--- src/include/sbsio_cfg.svh ---
/*
  constants of the burst sram i/o control block: widths, reset values, clock period.
  assumes it is included by bare name before the package and the core.
*/
`ifndef SBSIO_CFG_SVH
`define SBSIO_CFG_SVH
`define SBSIO_DATA_W      16
`define SBSIO_PAR_W       2
`define SBSIO_ADDR_W      18
`define SBSIO_BURST_W     2
`define SBSIO_SLEEP_RST   1'h0
`define SBSIO_ORDER_RST   1'h1
`define SBSIO_CLK_NS      8
`endif

--- src/include/sbsio_pkg.sv ---
/*
  types of the burst sram i/o control block.
  assumes sbsio_cfg.svh is on the include path.
*/
`include "sbsio_cfg.svh"
package sbsio_pkg;
  // one data word together with its two parity bits
  typedef struct packed {
    logic [`SBSIO_PAR_W-1:0]  parity;
    logic [`SBSIO_DATA_W-1:0] data;
  } sbsio_word_s;

  typedef enum logic [1:0] {
    SBSIO_AWAKE = 2'h0,
    SBSIO_ENTER = 2'h1,
    SBSIO_ASLEEP = 2'h3,
    SBSIO_LEAVE = 2'h2
  } sbsio_sleep_e;
endpackage

--- src/core/sbsio_ctrl.sv ---
/*
  chip select, pin direction, sleep and burst order logic of a synchronous burst sram.
  assumes a memory core outside that answers mem_addr_out combinationally on
  rd_core_in, and strobe and write decoding outside on the same clock.
*/
`timescale 1ns/100ps
`default_nettype none
`include "sbsio_cfg.svh"
module sbsio_ctrl #(
  parameter int ADDR_W = `SBSIO_ADDR_W
) (
  input  wire logic                     clk_in,
  input  wire logic                     srst_in,
  input  wire logic                     chip_sel_first_n_in,
  input  wire logic                     chip_sel_high_in,
  input  wire logic                     chip_sel_third_n_in,
  input  wire logic                     out_en_n_in,
  input  wire logic                     sleep_request_in,
  input  wire logic                     burst_order_in,
  input  wire logic                     addr_load_in,
  input  wire logic                     advance_in,
  input  wire logic                     write_in,
  input  wire logic [ADDR_W-1:0]        addr_in,
  input  wire sbsio_pkg::sbsio_word_s   pin_word_in,
  input  wire sbsio_pkg::sbsio_word_s   rd_core_in,
  output var  sbsio_pkg::sbsio_word_s   pin_word_out,
  output logic                          pin_oe_n_out,
  output var  sbsio_pkg::sbsio_word_s   wr_word_out,
  output logic [ADDR_W-1:0]             mem_addr_out,
  output logic                          selected_out,
  output logic                          sleeping_out
);
  localparam int BW = `SBSIO_BURST_W;

  function automatic logic [BW-1:0] burst_low(input logic [BW-1:0] base,
                                              input logic [BW-1:0] cnt,
                                              input logic          il);
    burst_low = il ? (base ^ cnt) : BW'(base + cnt);
  endfunction

  // pin synchronisers and sleep sequencing
  logic [2:0]              sleep_sync;
  logic [2:0]              order_sync;
  logic                    sleep_lvl;
  logic                    order_lvl;
  sbsio_pkg::sbsio_sleep_e sleep_st;
  logic [2:0]              next_sleep_sync;
  logic [2:0]              next_order_sync;
  logic                    next_sleep_lvl;
  logic                    next_order_lvl;
  sbsio_pkg::sbsio_sleep_e next_sleep_st;
  logic                    next_sleeping;
  logic                    awake;

  assign awake = (sleep_st == sbsio_pkg::SBSIO_AWAKE);

  always_comb begin
    next_sleep_sync = {sleep_sync[1:0], sleep_request_in};
    next_order_sync = {order_sync[1:0], burst_order_in};
    next_sleep_lvl  = sleep_lvl;
    next_order_lvl  = order_lvl;
    // a change counts only once the second and third stages agree
    if (sleep_sync[1] == sleep_sync[2]) begin
      next_sleep_lvl = sleep_sync[2];
    end
    if (order_sync[1] == order_sync[2]) begin
      next_order_lvl = order_sync[2];
    end
    next_sleep_st = sleep_st;
    unique case (sleep_st)
      sbsio_pkg::SBSIO_AWAKE: begin
        if (sleep_lvl) begin
          next_sleep_st = sbsio_pkg::SBSIO_ENTER;
        end
      end
      sbsio_pkg::SBSIO_ENTER: begin
        next_sleep_st = sbsio_pkg::SBSIO_ASLEEP;
      end
      sbsio_pkg::SBSIO_ASLEEP: begin
        if (!sleep_lvl) begin
          next_sleep_st = sbsio_pkg::SBSIO_LEAVE;
        end
      end
      sbsio_pkg::SBSIO_LEAVE: begin
        next_sleep_st = sbsio_pkg::SBSIO_AWAKE;
      end
    endcase
    next_sleeping = (next_sleep_st != sbsio_pkg::SBSIO_AWAKE);
  end

  always_ff @(posedge clk_in) begin
    if (srst_in) begin
      // pull defaults: an open sleep pin reads low, an open order pin high
      sleep_sync <= {3{`SBSIO_SLEEP_RST}};
      order_sync <= {3{`SBSIO_ORDER_RST}};
      sleep_lvl  <= `SBSIO_SLEEP_RST;
      order_lvl  <= `SBSIO_ORDER_RST;
      sleep_st   <= sbsio_pkg::SBSIO_AWAKE;
    end else begin
      sleep_sync <= next_sleep_sync;
      order_sync <= next_order_sync;
      sleep_lvl  <= next_sleep_lvl;
      order_lvl  <= next_order_lvl;
      sleep_st   <= next_sleep_st;
    end
  end

  // selection, burst address, write tracking and data registers
  logic                    sel_now;
  logic                    write_seen;
  logic [ADDR_W-1:BW]      addr_hi;
  logic [BW-1:0]           burst_base;
  logic [BW-1:0]           burst_cnt;
  logic                    next_selected;
  logic                    next_write_seen;
  logic [ADDR_W-1:BW]      next_addr_hi;
  logic [BW-1:0]           next_burst_base;
  logic [BW-1:0]           next_burst_cnt;
  logic [ADDR_W-1:0]       next_mem_addr;
  sbsio_pkg::sbsio_word_s  next_wr_word;
  sbsio_pkg::sbsio_word_s  next_pin_word;

  // selected only with all three selects at their active levels
  assign sel_now = !chip_sel_first_n_in && chip_sel_high_in
                   && !chip_sel_third_n_in;

  // direction follows the enable pin without a clock edge; a write in
  // progress or sleep overrides it so the two sides never drive together
  assign pin_oe_n_out = out_en_n_in || write_in || write_seen
                        || !awake;

  always_comb begin
    next_selected   = selected_out;
    next_write_seen = 1'h0;
    next_addr_hi    = addr_hi;
    next_burst_base = burst_base;
    next_burst_cnt  = burst_cnt;
    next_wr_word    = wr_word_out;
    next_pin_word   = pin_word_out;
    if (awake) begin
      next_selected   = sel_now;
      next_write_seen = write_in;
      if (addr_load_in && sel_now) begin
        next_addr_hi    = addr_in[ADDR_W-1:BW];
        next_burst_base = addr_in[BW-1:0];
        next_burst_cnt  = '0;
      end else if (advance_in) begin
        next_burst_cnt = BW'(burst_cnt + 1'h1);
      end
      if (pin_oe_n_out) begin
        next_wr_word = pin_word_in;
      end
      // core answers the address latched at the previous edge
      next_pin_word = rd_core_in;
    end else begin
      // pending accesses are dropped while asleep
      next_selected = 1'h0;
    end
    if (awake) begin
      next_mem_addr = {next_addr_hi,
                       burst_low(next_burst_base, next_burst_cnt, order_lvl)};
    end else begin
      // the order pin keeps syncing in sleep; holding the address keeps it out
      next_mem_addr = mem_addr_out;
    end
  end

  always_ff @(posedge clk_in) begin
    if (srst_in) begin
      selected_out <= 1'h0;
      write_seen   <= 1'h0;
      addr_hi      <= '0;
      burst_base   <= '0;
      burst_cnt    <= '0;
      mem_addr_out <= '0;
      wr_word_out  <= '0;
      pin_word_out <= '0;
      sleeping_out <= 1'h0;
    end else begin
      selected_out <= next_selected;
      write_seen   <= next_write_seen;
      addr_hi      <= next_addr_hi;
      burst_base   <= next_burst_base;
      burst_cnt    <= next_burst_cnt;
      mem_addr_out <= next_mem_addr;
      wr_word_out  <= next_wr_word;
      pin_word_out <= next_pin_word;
      sleeping_out <= next_sleeping;
    end
  end
endmodule // sbsio_ctrl
`default_nettype wire

--- config.mk ---
export PLATFORM = sky130hd
export DESIGN_NAME = sbsio_ctrl
export DESIGN_NICKNAME = d
export VERILOG_FILES = /design/src/include/sbsio_pkg.sv /design/src/core/sbsio_ctrl.sv
export VERILOG_INCLUDE_DIRS = /design/src /design/src/include
export SDC_FILE = /design/constraint.sdc
export NUM_CORES = 1
export LEC_CHECK = 0
export BUFFER_PORTS_ARGS = -buffer_cell sky130_fd_sc_hd__buf_2
export CORE_ASPECT_RATIO = 1.2
export CORE_MARGIN = 8
export CORE_UTILIZATION = 51
export CTS_CLUSTER_DIAMETER = 100
export DETAILED_ROUTE_END_ITERATION = 10
export PLACE_DENSITY = 0.83
export SYNTH_ARGS = -nofsm -noshare
export SYNTH_HDL_FRONTEND = slang
export SYNTH_SLANG_ARGS = --single-unit
--- constraint.sdc ---
create_clock -name clk_in -period 6.45 [get_ports clk_in]
set_clock_uncertainty 0.2 [all_clocks]
set_input_delay 1.6125 -clock clk_in [delete_from_list [all_inputs] [get_ports clk_in]]
set_output_delay 1.6125 -clock clk_in [all_outputs]
set_load 0.01 [all_outputs]
Word-level counts from Yosys, hierarchy flattened
Index checks and enable logic that the tools add are counted.

$add $sub $neg: 2. Eq/ne operators: 5. Mux-type cells: 11. Bitwise logic cells: 2. Reductions and logical operators: 13.

Operators by type and width (count): 2-to-1 mux 16 bit (2); 2-to-1 mux 2 bit (8); case mux 2 bit (4 select lines) (1); == test 2 bit (second input constant) (2); logical AND 1 bit (3); logical NOT 1 bit (3); logical OR 1 bit (3); adder 2 x 1 -> 2 bit (second input constant) (1); adder 2 bit (1); == test 1 bit (2); == test 2 x 1 -> 1 bit (second input constant) (1); logical NOT 2 bit (1); AND reduction 2 bit (1); nonzero test 2 bit (1); OR reduction 2 bit (1); bitwise XOR 2 bit (1); NOT 1 bit (1).

Flip-flop bits (word level): 87. Output and inout port bits: 57. Logic and storage cells: 49.

Depth between registers and ports, before layout
Word-level depth: 8. Depth in mapped cells: 10. Depth with buffers taken out: 9.

Least setup slack after synthesis
Ideal clock, no wire load.

Path type: input to output. From: in write_in. To: out pin_oe_n_out. Arrival: 2.017 ns. Required time: 4.637 ns. Slack: 2.620 ns. Stages: 2. Cell sequence: nor3_2 > nand2_1.

Word-level cells in the longest chain between the ends: 3.

Ends and longest elaborated chain: start, declared (RTL line sbsio_ctrl.sv:22) `input wire logic write_in,`; logical OR 1 bit (2 in series) (RTL line sbsio_ctrl.sv:129) `assign pin_oe_n_out = out_en_n_in || write_in || write_seen`; logical OR 1 bit (RTL line sbsio_ctrl.sv:130) `|| !awake;`; end, declared (RTL line sbsio_ctrl.sv:27) `output logic pin_oe_n_out,`.

Every way passes these cells.

Worst setup path in the final report
Ends and elaborated chain as after synthesis.

==> metrics <==
RSZ-0062 raised after global routing=no; status=finished clean; min-delay src=order_sync[0]$_SDFF_PP1_; Yosys reg bits=just under 90; clock buffer depth=2; syn_area_per_cell=9.162 um2; Setup-failing EPs final=0; DR top layer=met4; cell count after synthesis=338; CP Data Arrival Time=~2.3 ns; setup slack, reg-to-reg=3.76 ns; Rel. slew slack=35.19%; main flop type after synthesis=dfxtp_1; met2 WL=roughly 3300 um; final slew viol count=0; Nets=514; IO Pins=122; kind of critical path=input port to output pin; cts hold-fix bufs=0; Final Critical Period=4.102 ns; most frequent cell after synthesis=dfxtp_1; M1 WL=3012 um; # rows=31; routed vias=2574; first-pass GRT wire length=around 12000 um; drt pass-1 iters=5; DR DRC count=0; Starting Density=about half; EDFF count, synth=0; required time of the critical path=around 4.6 ns; Synth Cell Area=a little over 3000 um2; Multi-input gate area=around 1200 um2; cts repair resizes=0; largest net degree at the start of global routing=58; die area=8832 um2; DR WL met3=approximately 800 um; Max VDD drop=0.0002018 V; Post-DRT Antenna Nets=0; Area contributors post-synth=dfxtp_1 (56%), nand2_1 (9.5%), a21oi_1 (6.6%), mux2i_1 (5.2%), nor2_1 (4.4%); vias in the first global route=2512; CP max FO=3; r2r startpoint=sleep_st[1]$_SDFF_PP0_; pwr/cell area=283.5 nW/um2; CP Launch Point=write_in; Fillers=528; htree depth=3; worst slew pin tran=0.9721 ns; GP Congestion=just over 0.8; leading area contributor after synthesis=dfxtp_1; number of diodes=0; Clock transition at path regs=0.08 ns; Yosys cell types=37; Post-Place Cells=519; Post-CTS Setup Inserts=0; total CTS buffers=9; total power=around 1.1 mW; register area=1742 um2; Root Buffer=clkbuf_8; final wirelength=a little over 7000 um; detailed placer's ending HPWL=approximately 5400 um; I/O Buffers=around 120; TNS Setup=0 ns; P_leak=1.986 nW; crit share post-route=a little under two thirds; area grow syn2layout=27.31%; Clock Latency Late Sink=0.34 ns; Layout Cells excl Fill=approximately 540; Initial DRC Count=around 60; Tot GR Track Use=16.61%; die width=87.14 um; Fmax=0.2438 GHz; final hold vios=0; initial antenna violation count=0; core area=between 5000 and 6000 um2; drt via density=4.811; wire per inst=roughly 14 um; Post-Synthesis Net Count=just over 400; CTS sink count=87; worst hold path class=register to register; Synth top area share=56.24%; worst setup path endpoint=pin_oe_n_out; reg2reg path depth=9; Seq/Total Area, Yosys=56.24%; worst r2r dst=mem_addr_out[1]$_SDFFE_PP0N_; Die H=101.4 um; share of layout cells above drive strength 1=about 33%; YS warnings=0; Worst setup SP type=input port; Remaining Overflow, GRT=0; Post-synth top cells=dfxtp_1 (87), nand2_1 (78), a21oi_1 (41), nor2_1 (36); Critical Path End Type=output pin; CTS tree=yes; asr flop ratio synth=0%; maxcap violations=0
==> worst min path at each step <==
stage	end	slack (ns)	cells after the start
global placement	order_sync[1]$_SDFF_PP1_	0.20	1
CTS	order_sync[1]$_SDFF_PP1_	0.24	1
detailed placement	order_sync[1]$_SDFF_PP1_	0.22	1
global route	order_sync[1]$_SDFF_PP1_	0.24	1
finish	order_sync[1]$_SDFF_PP1_	0.23	1
floorplan	order_sync[1]$_SDFF_PP1_	0.19	1
==> cell usage in the layout, fill, tap and decap left out, types with 3 or more instances in the layout <==
cell	count
buf_2	121
clkbuf_8	10
or2_2	3
a21oi_1	41
dfxtp_1	87
nor2_1	35
mux2i_1	16
nor3b_1	4
buf_4	3
a211oi_1	16
bufinv_16	3
nand2_1	78
nor2b_1	6
==> layer usage <==
metal  GRT usage [%]  vias to the layer above
met5               0                        -
met1           17.46                     1135
met2           27.90                       95
li1                -                     1335
met3           7.386                        9
met4           7.560                        0
==> per-stage QoR <==
| stage | setup slack [ns] | utilization (%) | cell area (um2) | hold slack, ns |
|---|---|---|---|---|
| 2_1_floorplan | 2.620 | - | 3097 | 0.1895 |
| 3_3_place_gp | 2.359 | 61.88 | 3696 | 0.1962 |
| 3_5_place_dp | 2.342 | 61.88 | 3696 | 0.2159 |
| 4_1_cts | 2.342 | 66.00 | 3943 | 0.2366 |
| 5_1_grt | 2.315 | 66.00 | 3943 | 0.2382 |
| 6_report | 2.348 | 66.00 | 3943 | 0.2321 |
==> power breakdown <==
group | internal [mW] | switching (mW)
sequential | 0.560 | 0.0105
combinational | 0.0449 | 0.0528
clock | 0.268 | 0.181
==> layout make-up <==
class                   instances  area share (%)
flip-flops and latches         87           44.18
clock buffers                  11           3.586
well taps                      82           2.602
clock inverters                 5           2.666
inverters                       1         0.09521
repair buffers                124           15.93
multi-input cells             225           30.94
==> worst max-delay path, cell delays in order <==
cell and delay [ns]:
buf_2 0.11, nor3_2 0.31, nand2_1 0.10, buf_2 0.15
==> logic make-up (layout without fill, tap and decap cells) <==
family                   count (synthesis)  in the layout  share of synthesized area (%)
XOR/XNOR                                 4              4                          1.132
flip-flops                              87             87                          56.24
AO/OA/AOI/OAI                           62             62                          11.60
multiplexers                            17             17                          5.656
adder cells (fa/ha/maj)                  1              1                         0.4040
buffers and inverters                   26            141                          4.606
AND/OR/NAND/NOR                        141            141                          20.36
==> flip-flops by register name, indices dropped and copies added, names as in the netlist, 2 cells and up <==
| name | flops |
|---|---|
| mem_addr_out | 18 |
| pin_word_out | 18 |
| wr_word_out | 18 |
| addr_hi | 16 |
| order_sync | 3 |
| sleep_sync | 3 |
| burst_base | 2 |
| burst_cnt | 2 |
| sleep_st | 2 |
(Power assumes the default switching activity.)
